File: src/logic/ulp_defs.vh
// Register offsets, field positions, reset values and timing constants of the low power block
`ifndef ULP_DEFS_VH
`define ULP_DEFS_VH

`define ULP_ADDR_W             12
`define ULP_FUNC_CTRL_OFS      12'h000
`define ULP_OTG_CTRL_OFS       12'h004
`define ULP_IRQ_RISE_EN_OFS    12'h008
`define ULP_IRQ_FALL_EN_OFS    12'h00C
`define ULP_IFC_CTRL_OFS       12'h010
`define ULP_STATUS_OFS         12'h014

`define ULP_FUNC_SPEED_LSB     0
`define ULP_FUNC_TERM_BIT      2
`define ULP_FUNC_OPMODE_LSB    3
`define ULP_FUNC_AWAKE_BIT     6
`define ULP_FUNC_CTRL_RST      8'h41
`define ULP_OPMODE_HIGH_Z      2'h1

`define ULP_OTG_DP_PD_BIT      1
`define ULP_OTG_DM_PD_BIT      2
`define ULP_OTG_ID_RISE_BIT    3
`define ULP_OTG_ID_FALL_BIT    4
`define ULP_OTG_CTRL_RST       8'h06

`define ULP_IRQ_BUSVLD_BIT     0
`define ULP_IRQ_SESSION_VALID_CMP_BIT    1
`define ULP_IRQ_SESSION_END_CMP_BIT    2
`define ULP_IRQ_ID_GROUNDED_CMP_BIT      3
`define ULP_IRQ_EN_RST         4'hF

`define ULP_IFC_PULLUP_DIS_BIT 7
`define ULP_IFC_CTRL_RST       8'h00

`define ULP_REF_CLK_PERIOD_NS  10
`define ULP_ENTRY_EDGES        5
`define ULP_WAKE_EDGES         1
`define ULP_START_TIME_NS      1000
`define ULP_TXCMD_CODE         2'h1

`endif

File: src/logic/ulp_clk_out.v
// Divided output clock that can be stopped low, with a pulse on each rising edge
`timescale 1ns/1ps
module ulp_clk_out #(
    parameter HALF_PERIOD = 1
) (
    input  wire       clk,
    input  wire       rstN,
    input  wire       run,
    output reg        phyClk,
    output reg        riseTick
);
    reg [7:0] halfCnt;

    always @(posedge clk or negedge rstN) begin
        if (!rstN) begin
            phyClk   <= 1'b0;
            riseTick <= 1'b0;
            halfCnt  <= 8'h00;
        end else if (!run) begin
            // Stopping always parks the clock low, even mid high phase
            phyClk   <= 1'b0;
            riseTick <= 1'b0;
            halfCnt  <= 8'h00;
        end else if (halfCnt == HALF_PERIOD[7:0] - 8'h01) begin
            phyClk   <= ~phyClk;
            riseTick <= ~phyClk;
            halfCnt  <= 8'h00;
        end else begin
            riseTick <= 1'b0;
            halfCnt  <= halfCnt + 8'h01;
        end
    end
endmodule

File: src/logic/ulp_cmp_irq.v
// Comparator change detector against levels captured before the bus turned over
`timescale 1ns/1ps
module ulp_cmp_irq #(
    parameter N = 4
) (
    input  wire         clk,
    input  wire         rstN,
    input  wire         capture,
    input  wire [N-1:0] cmpLevel,
    input  wire [N-1:0] riseEn,
    input  wire [N-1:0] fallEn,
    output wire         irq
);
    reg  [N-1:0] snap;
    wire [N-1:0] hit;

    always @(posedge clk or negedge rstN) begin
        if (!rstN) begin
            snap <= {N{1'b0}};
        end else if (capture) begin
            snap <= cmpLevel;
        end
    end

    genvar i;
    generate
        for (i = 0; i < N; i = i + 1) begin : gCmp
            // Combinational so it works with every clock stopped
            assign hit[i] = (cmpLevel[i] & ~snap[i] & riseEn[i]) |
                            (~cmpLevel[i] & snap[i] & fallEn[i]);
        end
    endgenerate

    assign irq = |hit;
endmodule

File: src/logic/ulp_low_power_ctrl.v
// Low power entry, exit and interface protection of the transceiver link side
//
// The APB register port and the register addresses were chosen for this implementation.
`timescale 1ns/1ps
`include "ulp_defs.vh"

// Operation
// - After the write, raise DIR, give five clock rising edges, then stop clock low.
// - Low power bus: line state on bits 1:0, interrupt on bit 3, rest low.
// - Interrupt on enabled rising or falling change of the four comparators.
// - Low power bus is driven combinationally, straight from the line receiver.
// - STP high in low power: start-up, restart clock, then drop DIR.
// - Leaving low power sets the awake bit back to one.
// - STP falling before DIR falls is a false resume: back to low power.
// - Link drives bus while DIR low, PHY while high, one turnaround cycle.
// - Non-idle bus after DIR falls may start transmit until STP.
// - STP pull-up on at power-on; interface control bit 7 turns it off.
// - Reset pin low keeps the protection circuit and pull-up off.
// - STP high in low power, by link or pull-up, wakes the PHY.
// - Bus-valid and session-end comparators off only when both enables clear.
module ulp_low_power_ctrl #(
    parameter CLK_HALF_PERIOD = 1,
    parameter START_TIME_NS   = `ULP_START_TIME_NS
) (
    input  wire                   ref_clk,
    input  wire                   reset_n,
    input  wire                   psel,
    input  wire                   penable,
    input  wire                   pwrite,
    input  wire [`ULP_ADDR_W-1:0] paddr,
    input  wire [31:0]            pwdata,
    output wire                   pready,
    output reg  [31:0]            prdata,
    output wire                   pslverr,
    input  wire                   stpIn,
    input  wire [7:0]             dataIn,
    output reg                    dirOut,
    output wire [7:0]             dataOut,
    output wire                   dataOe,
    output wire                   phyClockOut,
    input  wire [1:0]             fsLineState,
    input  wire                   busPowerValidCmp,
    input  wire                   sessionValidCmp,
    input  wire                   sessionEndCmp,
    input  wire                   idGroundedCmp,
    input  wire                   chipResetN,
    output wire                   stopPullupEn,
    output wire                   busPowerCmpEn,
    output wire                   sessionEndCmpEn,
    output wire                   analogPowerDown,
    output wire [1:0]             transceiverSpeedSelect,
    output wire                   terminationSelect,
    output wire [1:0]             opMode,
    output wire                   lineHighZ,
    output wire                   plusLinePulldownEn,
    output wire                   minusLinePulldownEn,
    output reg                    txActive
);
    localparam ST_SYNC    = 3'd0;
    localparam ST_ENTRY   = 3'd1;
    localparam ST_LOWPWR  = 3'd2;
    localparam ST_START   = 3'd3;
    localparam ST_CLKUP   = 3'd4;
    localparam ST_WAITSTP = 3'd5;

    localparam START_CYCLES_RAW = (START_TIME_NS + `ULP_REF_CLK_PERIOD_NS - 1) /
                                  `ULP_REF_CLK_PERIOD_NS;
    localparam START_CYCLES     = (START_CYCLES_RAW < 1) ? 1 : START_CYCLES_RAW;

    reg  [1:0]  rstSync;
    wire        rstN;
    reg  [2:0]  state;
    reg  [2:0]  next_state;
    reg  [7:0]  funcCtrl;
    reg  [7:0]  otgCtrl;
    reg  [3:0]  irqRiseEn;
    reg  [3:0]  irqFallEn;
    reg  [7:0]  ifcCtrl;
    reg  [2:0]  edgeCnt;
    reg  [15:0] startCnt;
    reg         dirPrev;
    wire        clkRun;
    wire        clkRise;
    wire        cmpIrq;
    wire        phyAwakeBit;
    wire        apbWrite;
    wire        apbSetup;
    wire        wakeDone;
    wire        lowPowerBus;
    wire [3:0]  cmpLevels;

    // Reset release is synchronised so every flop on rstN leaves reset on the same edge
    always @(posedge ref_clk or negedge reset_n) begin
        if (!reset_n) begin
            rstSync <= 2'b00;
        end else begin
            rstSync <= {rstSync[0], 1'b1};
        end
    end
    assign rstN = rstSync[1];

    function isMapped;
        input [`ULP_ADDR_W-1:0] addr;
        begin
            isMapped = (addr == `ULP_FUNC_CTRL_OFS) || (addr == `ULP_OTG_CTRL_OFS) ||
                       (addr == `ULP_IRQ_RISE_EN_OFS) || (addr == `ULP_IRQ_FALL_EN_OFS) ||
                       (addr == `ULP_IFC_CTRL_OFS) || (addr == `ULP_STATUS_OFS);
        end
    endfunction

    // APB: one wait-free access phase; read data captured in the setup cycle
    assign apbSetup = psel & ~penable;
    assign apbWrite = psel & penable & pwrite;
    assign pready   = 1'b1;
    assign pslverr  = psel & penable & ~isMapped(paddr);

    assign phyAwakeBit = funcCtrl[`ULP_FUNC_AWAKE_BIT];
    assign cmpLevels   = {idGroundedCmp, sessionEndCmp, sessionValidCmp, busPowerValidCmp};
    assign wakeDone    = (state == ST_CLKUP) && clkRise &&
                         (edgeCnt == `ULP_WAKE_EDGES - 1);

    always @(posedge ref_clk or negedge rstN) begin
        if (!rstN) begin
            funcCtrl  <= `ULP_FUNC_CTRL_RST;
            otgCtrl   <= `ULP_OTG_CTRL_RST;
            irqRiseEn <= `ULP_IRQ_EN_RST;
            irqFallEn <= `ULP_IRQ_EN_RST;
            ifcCtrl   <= `ULP_IFC_CTRL_RST;
        end else begin
            if (apbWrite) begin
                if (paddr == `ULP_FUNC_CTRL_OFS) begin
                    funcCtrl <= pwdata[7:0];
                end else if (paddr == `ULP_OTG_CTRL_OFS) begin
                    otgCtrl <= pwdata[7:0];
                end else if (paddr == `ULP_IRQ_RISE_EN_OFS) begin
                    irqRiseEn <= pwdata[3:0];
                end else if (paddr == `ULP_IRQ_FALL_EN_OFS) begin
                    irqFallEn <= pwdata[3:0];
                end else if (paddr == `ULP_IFC_CTRL_OFS) begin
                    ifcCtrl <= pwdata[7:0];
                end
            end
            // Hardware set wins over a same-cycle software clear
            if (wakeDone) begin
                funcCtrl[`ULP_FUNC_AWAKE_BIT] <= 1'b1;
            end
        end
    end

    always @(posedge ref_clk or negedge rstN) begin
        if (!rstN) begin
            prdata <= 32'h00000000;
        end else if (apbSetup) begin
            if (paddr == `ULP_FUNC_CTRL_OFS) begin
                prdata <= {24'h000000, funcCtrl};
            end else if (paddr == `ULP_OTG_CTRL_OFS) begin
                prdata <= {24'h000000, otgCtrl};
            end else if (paddr == `ULP_IRQ_RISE_EN_OFS) begin
                prdata <= {28'h0000000, irqRiseEn};
            end else if (paddr == `ULP_IRQ_FALL_EN_OFS) begin
                prdata <= {28'h0000000, irqFallEn};
            end else if (paddr == `ULP_IFC_CTRL_OFS) begin
                prdata <= {24'h000000, ifcCtrl};
            end else if (paddr == `ULP_STATUS_OFS) begin
                prdata <= {17'h00000, txActive, stpIn, dirOut, cmpIrq, cmpLevels,
                           fsLineState, 2'b00, state};
            end else begin
                prdata <= 32'h00000000;
            end
        end
    end

    assign transceiverSpeedSelect = funcCtrl[`ULP_FUNC_SPEED_LSB+1:`ULP_FUNC_SPEED_LSB];
    assign terminationSelect      = funcCtrl[`ULP_FUNC_TERM_BIT];
    assign opMode                 = funcCtrl[`ULP_FUNC_OPMODE_LSB+1:`ULP_FUNC_OPMODE_LSB];
    assign lineHighZ              = (opMode == `ULP_OPMODE_HIGH_Z);
    assign plusLinePulldownEn     = otgCtrl[`ULP_OTG_DP_PD_BIT];
    assign minusLinePulldownEn    = otgCtrl[`ULP_OTG_DM_PD_BIT];

    // Pull-up off while the reset pin is low or when software disables it
    assign stopPullupEn = chipResetN & ~ifcCtrl[`ULP_IFC_PULLUP_DIS_BIT];

    // Comparators stay powered while either edge enable is set
    assign busPowerCmpEn   = irqRiseEn[`ULP_IRQ_BUSVLD_BIT] |
                             irqFallEn[`ULP_IRQ_BUSVLD_BIT];
    assign sessionEndCmpEn = irqRiseEn[`ULP_IRQ_SESSION_END_CMP_BIT] |
                             irqFallEn[`ULP_IRQ_SESSION_END_CMP_BIT];

    ulp_cmp_irq #(
        .N(4)
    ) uCmpIrq (
        .clk      (ref_clk),
        .rstN     (rstN),
        .capture  (state == ST_SYNC),
        .cmpLevel (cmpLevels),
        .riseEn   (irqRiseEn),
        .fallEn   (irqFallEn),
        .irq      (cmpIrq)
    );

    assign clkRun = (state != ST_LOWPWR) && (state != ST_START);

    ulp_clk_out #(
        .HALF_PERIOD(CLK_HALF_PERIOD)
    ) uClkOut (
        .clk      (ref_clk),
        .rstN     (rstN),
        .run      (clkRun),
        .phyClk   (phyClockOut),
        .riseTick (clkRise)
    );

    assign analogPowerDown = (state == ST_LOWPWR) || (state == ST_START);

    always @* begin
        next_state = state;
        case (state)
            ST_SYNC: begin
                if (!phyAwakeBit && !txActive) begin
                    next_state = ST_ENTRY;
                end
            end
            ST_ENTRY: begin
                if (clkRise && edgeCnt == `ULP_ENTRY_EDGES - 1) begin
                    next_state = ST_LOWPWR;
                end
            end
            ST_LOWPWR: begin
                // Link drive or pull-up both show as STP high here
                if (stpIn) begin
                    next_state = ST_START;
                end
            end
            ST_START: begin
                if (!stpIn) begin
                    next_state = ST_LOWPWR;
                end else if (startCnt == START_CYCLES[15:0] - 16'h0001) begin
                    next_state = ST_CLKUP;
                end
            end
            ST_CLKUP: begin
                if (!stpIn) begin
                    next_state = ST_LOWPWR;
                end else if (wakeDone) begin
                    next_state = ST_WAITSTP;
                end
            end
            ST_WAITSTP: begin
                // Link keeps STP high until it can drive idle
                if (!stpIn) begin
                    next_state = ST_SYNC;
                end
            end
            default: begin
                next_state = ST_SYNC;
            end
        endcase
    end

    always @(posedge ref_clk or negedge rstN) begin
        if (!rstN) begin
            state    <= ST_SYNC;
            edgeCnt  <= 3'd0;
            startCnt <= 16'h0000;
            dirOut   <= 1'b0;
        end else begin
            state <= next_state;
            if (next_state != state) begin
                edgeCnt <= 3'd0;
            end else if (clkRise) begin
                edgeCnt <= edgeCnt + 3'd1;
            end
            if (state == ST_START) begin
                startCnt <= startCnt + 16'h0001;
            end else begin
                startCnt <= 16'h0000;
            end
            dirOut <= (next_state != ST_SYNC) && (next_state != ST_WAITSTP);
        end
    end

    // Bus driven one cycle after DIR rises, released in the cycle DIR falls
    always @(posedge ref_clk or negedge rstN) begin
        if (!rstN) begin
            dirPrev  <= 1'b0;
            txActive <= 1'b0;
        end else begin
            dirPrev  <= dirOut;
            // Stale non-idle bus once the link owns it looks like a transmit command;
            // STP may still be high when DIR falls, so decode waits for sync state
            if (stpIn) begin
                txActive <= 1'b0;
            end else if (state == ST_SYNC && !dirOut && !dirPrev &&
                         dataIn[7:6] == `ULP_TXCMD_CODE) begin
                txActive <= 1'b1;
            end
        end
    end

    assign dataOe      = dirOut & dirPrev;
    assign lowPowerBus = (state == ST_LOWPWR) || (state == ST_START);

    // No clock in this path: receiver and comparators reach the pins directly
    assign dataOut = lowPowerBus ? {4'h0, cmpIrq, 1'b0, fsLineState} : 8'h00;
endmodule

File: config.mk
export PLATFORM = sky130hd
export DESIGN_NAME = ulp_low_power_ctrl
export DESIGN_NICKNAME = d
export VERILOG_FILES = /design/src/logic/ulp_clk_out.v /design/src/logic/ulp_cmp_irq.v /design/src/logic/ulp_low_power_ctrl.v
export VERILOG_INCLUDE_DIRS = /design/src /design/src/logic
export SDC_FILE = /design/constraint.sdc
export NUM_CORES = 1
export LEC_CHECK = 0
export BUFFER_PORTS_ARGS = -buffer_cell sky130_fd_sc_hd__buf_4
export CAP_MARGIN = 5
export CORE_ASPECT_RATIO = 0.5
export CORE_UTILIZATION = 55
export DETAILED_ROUTE_END_ITERATION = 8
export GPL_TIMING_DRIVEN = 0
export PLACE_DENSITY_LB_ADDON = 0.15
export SLEW_MARGIN = 0
export SYNTH_ARGS = -nofsm -noshare
export SYNTH_HDL_FRONTEND = slang
export SYNTH_SLANG_ARGS = --single-unit
File: constraint.sdc
create_clock -name ref_clk -period 8.3 [get_ports ref_clk]
set_input_delay 0.415 -clock ref_clk [delete_from_list [all_inputs] [get_ports ref_clk]]
set_output_delay 0.415 -clock ref_clk [all_outputs]
set_load 0.01 [all_outputs]
==> flow_summary.yaml, run 1 <==
job:
  maxCapViolations: 0
sta:
  final.setup.tns_ns: 0
  clock_skew_ns: 0.00753
  max_slew.worst_pin.slew_ns: 0.854
  final_hold_viol_count: 0
  rsz0062_at_grt: "false"
  max_freq_mhz: 446
  maxSlewViolCount: 0
  hold_slack_ns: 0.199
  relSlewSlack: 0.429
  finalSetupViolCount: 0
  finalCritPeriodShare: 0.270
  fin_crit_ns: 2.24
  setup_ws_ns: 6.06
pwr:
  irDropWorstVdd_mv: 0.140
  powerDensity_nw_per_um2: 168
  p_leak_nw: 2.66
  report.power.total_uw: 929
worst_setup_path:
  crit-reg2reg-launch: "state[2]$_DFF_PN0_"
  r2r_slack_ns: 6.37
  r2r-end: "uCmpIrq.snap[1]$_DFFE_PN0P_"
  worstRegToRegCells: 3
  worstSetupEndpointType: "flop"
  crit_path_cell_trace: "buf_4 -> nor4_2 -> nand3_2 -> or3_4 -> nor3b_4 -> mux2_2"
  cp_slowest_cell: "nor3b_4"
  critPathLaunchType: "input pin"
  crit_type: "in2reg"
  crit_required_ns: 8.53
  cp_max_fo: 10
  max_stage_delay_ns: 0.48
  arrival_ns: 2.47
cts:
  cts_buffers: 9
  cts_buffer_depth: 2
  cts_tree: "built"
  clk_pin_slew_worst_paths_ns: 0.06
  htree_levels: 3
  cts_root_buffer: "clkbuf_16"
  cts_resized: 0
  worstSkewPairLatency_ns: 0.34
  cts_sinks: 88
yosys:
  syn-instance-count: 413
  synth_top_flop_cell: "dfrtp_1"
  synth_async_sr_flop_share: 1.00
  synth-seq-cells: 88
  yosysSeqAreaShare: 0.499
  netlist_area_um2: 4450
  avgSynthCellArea_um2: 10.8
  ys_types: 53
  yosysWarnings: 0
  synth_edf_count: 0
global_route:
  grt_pass1_vias: 3197
  grt_max_degree: 70
  grt_first_pass_wirelength_um: 15800
  overflow: 0
  antenna_found_initial: 0
  grt_usage: 0.252
die:
  die_h_um: 65.6
  initial_utilization: 0.587
  die_area_um2: 8470
  ios: 123
  core_area_um2: 7570
  rows: 22
  fp.dieW_um: 129
detailed_routing:
  drt_iter0_markers: 252
  avgViaCountPerCell: 5.34
  wl_per_cell_um: 15.4
  antenna_left: 0
  dr.pass1.iters: 4
  vias: 3360
  drc: 0
  routed_wl_um: 9670
layout:
  fin_util: 0.731
  nets: 586
  final_layout_size_suffix_gt1_frac: 0.334
  fin_cells: 629
  num_antenna_cells: 0
  stdcell_area_um2: 5540
  syn_to_final_growth_pct: 24.5
place:
  place.gp.congestion: 0.804
  post_dp_cell_area_um2: 5200
  post-place-cells: 611
  io_buffers: 67
  pre_cts_slack_ns: 5.69
  dp_hpwl_um: 6720
run_status:
  outcome: "complete, no violations"
min_path:
  hold_class: "reg2async"
-- timing repair --
item / 4_1_cts / 5_1_grt
endpoints found under the hold margin: 2 / 0
hold buffers: 1 / 0
setup buffers: 0 / 0
-- power breakdown --
group / internal [mW] / switching, mW / total [mW]
clock: 0.264 / 0.168 / 0.432
sequential: 0.432 / 0.00374 / 0.435
combinational: 0.0277 / 0.0338 / 0.0615
total: 0.723 / 0.206 / 0.929
-- how the worst max path moves through the flow --
stage / from / to / cells after the start
4_1_cts: state[2]$_DFF_PN0_ / dataOut[3] / 5
3_5_place_dp: paddr[9] / otgCtrl[4]$_DFFE_PN0P_ / 6
6_report: paddr[9] / otgCtrl[3]$_DFFE_PN0P_ / 6
2_1_floorplan: rstSync[1]$_DFF_PN0_ / dirOut$_DFF_PN0_ / 0
3_3_place_gp: rstSync[1]$_DFF_PN0_ / otgCtrl[4]$_DFFE_PN0P_ / 0
5_1_grt: paddr[9] / otgCtrl[0]$_DFFE_PN0P_ / 6
-- layout make-up --
type                    count  area (µm²)
flip-flops and latches     88        2220
fillers                   559        2030
multi-input cells         295        2010
repair buffers             70         546
plain buffers              41         256
clock buffers               9         225
well taps                 108         135
clock inverters             7        96.3
inverters                  11        41.3
-- cell usage after synthesis, types with 2 or more instances --
cell / number / area [µm²]
or3_1: 2 / 12.5
nand3_1: 15 / 75.1
ha_1: 5 / 62.6
and3_1: 7 / 43.8
o22ai_1: 3 / 18.8
nand2b_1: 5 / 31.3
nand2_1: 30 / 113
clkbuf_1: 11 / 41.3
mux2_2: 34 / 383
mux2i_1: 7 / 70.1
and4_1: 2 / 17.5
buf_1: 2 / 7.51
nor2_1: 34 / 128
o21ai_0: 12 / 60.1
nor2b_1: 5 / 31.3
mux4_2: 4 / 90.1
nand4_1: 8 / 50.1
xor2_1: 16 / 140
dfstp_2: 12 / 315
nor3_1: 10 / 50.1
nor4b_1: 3 / 26.3
inv_1: 11 / 41.3
conb_1: 2 / 7.51
nand3b_1: 3 / 22.5
and2_1: 6 / 37.5
o211ai_1: 3 / 22.5
xnor2_1: 7 / 61.3
a21oi_1: 15 / 75.1
buf_4: 27 / 203
o31ai_1: 4 / 30.0
dfrtp_1: 76 / 1900
nor4_1: 3 / 18.8
or2_2: 3 / 18.8
a22o_1: 7 / 61.3
-- cell families after synthesis --
kind of cell,synth area share
AND/OR/NAND/NOR,0.171
flip-flops,0.499
AO/OA/AOI/OAI,0.0802
buffers and inverters,0.0670
multiplexers,0.122
XOR/XNOR,0.0453
adder cells (fa/ha/maj),0.0141
other,0.00169
-- placed cells by master, fill, tap and decap left out, types with 4 or more instances in the layout --
cell,count
mux2i_1,7
nand2b_1,5
o21ai_0,12
and2_1,6
ha_1,5
a21oi_1,15
clkbuf_1,11
buf_4,94
o31ai_1,4
xnor2_1,7
nor3_1,10
dfrtp_1,75
clkbuf_16,9
xor2_1,16
mux4_2,4
nand3_1,15
and3_1,7
nor2b_1,5
nand4_1,8
mux2_2,34
conb_1,24
dfstp_2,12
a22o_1,7
nand2_1,30
inv_1,11
nor2_1,34
-- critical path, delay by kind of cell --
kind	cells	cell delay, ns
simple gates	4	1.54
mux	1	0.39
buf+inv	1	0.11
-- sequential cells by signal, summed over array words and instances, names as in the netlist, 3 cells and up --
register / cells
ifcCtrl: 8
otgCtrl: 8
state: 3
uCmpIrq.snap: 4
prdata: 15
irqRiseEn: 4
edgeCnt: 3
uClkOut.halfCnt: 8
startCnt: 16
funcCtrl: 8
irqFallEn: 4
-- routing by layer --
metal,global-route usage,wire length (µm),vias to the layer above
met1,0.323,4230,1648
met2,0.424,4660,96
met5,0,0,-
met3,0.0798,663,9
met4,0.0515,115,0
li1,-,-,1607
(Power assumes the default switching activity.)
==> run 2: changes to the inputs <==
- ABC_AREA: not set -> 1
- CORE_UTILIZATION: 55 -> 53
- clock period: 8.3 -> 2.3 ns (I/O delays scaled with it)
==> run 2 against run 1 <==
Design area increased by 3.9%. Power grew to 3.7 times the previous value. Utilization fell by 3.3 points. Largest power group unchanged.
==> flow_summary.yaml, run 2 <==
yosys:
  synthTopCellsByCount: "nand2_1 (134), dfrtp_1 (76), inv_1 (66)"
  ys_top_cells_by_area: "dfrtp_1 (41%), nand2_1 (11%), dfstp_2 (6.8%), inv_1 (5.3%), nor2_1 (5.3%)"
  yosysSeqAreaShare: 0.477
  yosysWarnings: 0
  synth_edf_count: 0
  syn-instance-count: 568
  synth_top_area_cell: "dfrtp_1"
  synth_async_sr_flop_share: 1.00
  ys_types: 40
  synth_top_flop_cell: "dfrtp_1"
  synth-seq-cells: 88
  yosysMostFrequentCell: "nand2_1"
  netlist_area_um2: 4640
  yosysTopAreaCellShare: 0.410
  avgSynthCellArea_um2: 8.17
global_route:
  grt_pass1_vias: 3565
  grt_usage: 0.241
  overflow: 0
  grt_max_degree: 73
  grt_first_pass_wirelength_um: 16500
  antenna_found_initial: 0
worst_setup_path:
  endpoint: "dataOut[3]"
  r2r-end: "startCnt[6]$_DFF_PN0_"
  crit_required_ns: 2.18
  crit-reg2reg-launch: "state[1]$_DFF_PN0_"
  crit_type: "reg2out"
  arrival_ns: 1.70
  cp_max_fo: 9
  worstRegToRegCells: 6
  r2r_slack_ns: 0.57
  worstSetupEndpointType: "output pin"
  cp-startpoint: "state[1]$_DFF_PN0_"
  critPathLaunchType: "flop"
cts:
  cts_tree: "built"
  htree_levels: 3
  cts_buffer_depth: 2
  worstSkewPairLatency_ns: 0.34
  cts_sinks: 88
  clk_pin_slew_worst_paths_ns: 0.06
  cts_buffers: 9
  cts_root_buffer: "clkbuf_16"
pwr:
  intPower_mw: 2.69
  pwr-share-comb: 0.086
  irDropWorstVdd_mv: 0.435
  power_frac_seq: 0.467
  p_leak_nw: 2.98
  p_clk_frac: 0.448
  powerDensity_nw_per_um2: 601
  power.switching_uw: 767
  swShare: 0.222
sta:
  relSlewSlack: 0.667
  clock_skew_ns: 0.00394
  fin_crit_ns: 1.81
  maxSlewViolCount: 0
  rsz0062_at_grt: "false"
  max_freq_mhz: 552
  setup_ws_ns: 0.488
  max_slew.worst_pin.slew_ns: 0.499
  final.setup.tns_ns: 0
  final_hold_viol_count: 0
  finalCritPeriodShare: 0.788
  hold_slack_ns: 0.0588
  finalSetupViolCount: 0
detailed_routing:
  drt-met1-wl_um: 4710
  drc: 0
  wl_met2_um: 4790
  avgViaCountPerCell: 4.95
  routed_wl_um: 10300
  vias: 3913
  wl_per_cell_um: 13.1
  antenna_left: 0
  met3_length_um: 728
  dr.pass1.iters: 5
  top_layer: "met4"
  drt_iter0_markers: 252
place:
  io_buffers: 69
  pre_cts_slack_ns: 0.593
  post-place-cells: 772
  dp_hpwl_um: 7540
  place.gp.congestion: 0.910
  post_dp_cell_area_um2: 5420
layout:
  fin_cells: 790
  regMostFlops: "startCnt"
  num_antenna_cells: 0
  syn_to_final_growth_pct: 23.8
  stdcell_area_um2: 5750
  mostFrequentLayoutCell: "nand2_1"
  n_fill_cell: 683
  final_cell_mix: "nand2_1 (134), buf_4 (96), dfrtp_1 (75)"
  reg_top3: "startCnt x16, prdata x15"
  largest_reg_flops: 16
  final_layout_size_suffix_gt1_frac: 0.243
  nets: 743
die:
  die_area_um2: 9160
  ios: 123
  fp.dieW_um: 134
  initial_utilization: 0.564
  rows: 23
  core_area_um2: 8230
  die_h_um: 68.2
run_status:
  outcome: "complete, no violations"
job:
  maxCapViolations: 0
min_path:
  hold_class: "in2reg"
## run 2: cell count changes after synthesis, sizes merged, moves of 9 or more
cell    change
o21ai      +52
nand3      +13
nor2       +40
mux2       -34
clkbuf      -9
xor2       -12
nand2     +108
inv        +61
## run 2: cells by family after synthesis
family,after synthesis,synth area share
flip-flops,88,0.477
adder cells (fa/ha/maj),5,0.0135
buffers and inverters,105,0.113
other,2,0.00162
AO/OA/AOI/OAI,87,0.102
AND/OR/NAND/NOR,274,0.279
XOR/XNOR,7,0.0132
## run 2: final cells by class
cell class	instances	area, µm²	share of cell area
Inverter	73	278	0.0483
Timing Repair Buffer	72	566	0.0983
Clock inverter	3	65.1	0.0113
Tap cell	112	140	0.0244
Multi-Input combinational cell	397	1980	0.345
Clock buffer	13	250	0.0435
Buffer	32	248	0.0431
Sequential cell	88	2220	0.386
## run 2: how the worst min path moves through the flow
stage	startpoint	cells after the start	to
final	dataIn[7]	3	txActive$_DFFE_PN0P_
after global placement	reset_n	1	rstSync[0]$_DFF_PN0_
after detailed placement	reset_n	1	rstSync[0]$_DFF_PN0_
after global routing	pwdata[7]	3	ifcCtrl[7]$_DFFE_PN0P_
after floorplan	reset_n	0	rstSync[0]$_DFF_PN0_
after CTS	pwdata[7]	3	ifcCtrl[7]$_DFFE_PN0P_
## run 2: power by group through the flow
stage	Sequential [mW]	Clock (mW)	Combinational [mW]
after floorplan	1.65	0	0.160
after global placement	1.66	0	0.258
after detailed placement	1.64	0	0.294
after CTS	1.61	1.58	0.298
after global routing	1.62	1.65	0.331
final	1.61	1.55	0.296
## run 2: stage by stage
step	power, mW	util
after floorplan	1.81	-
after global placement	1.92	0.654
after detailed placement	1.93	0.658
after CTS	3.49	0.699
after global routing	3.60	0.699
final	3.46	0.699
## run 2: per-layer routing
| layer | global-route usage | vias to the layer above |
|---|---|---|
| li1 | - | 1976 |
| met1 | 0.307 | 1810 |
| met3 | 0.0822 | 8 |
| met2 | 0.401 | 119 |
| met4 | 0.0632 | 0 |
| met5 | 0 | - |
## run 2: repair_timing
action                                  4_1_cts  5_1_grt
endpoints found under the hold margin         3        0
resized for setup                             0        0
hold buffers                                  2        0
endpoints found under the setup margin        0        0
setup buffers                                 0        0
## run 2: worst max-delay path, stage by stage (launching register included)
cell     delay, ns
dfrtp_1       0.39
inv_1         0.11
nor2_2        0.41
inv_2         0.17
nor2_1        0.15
buf_4         0.13
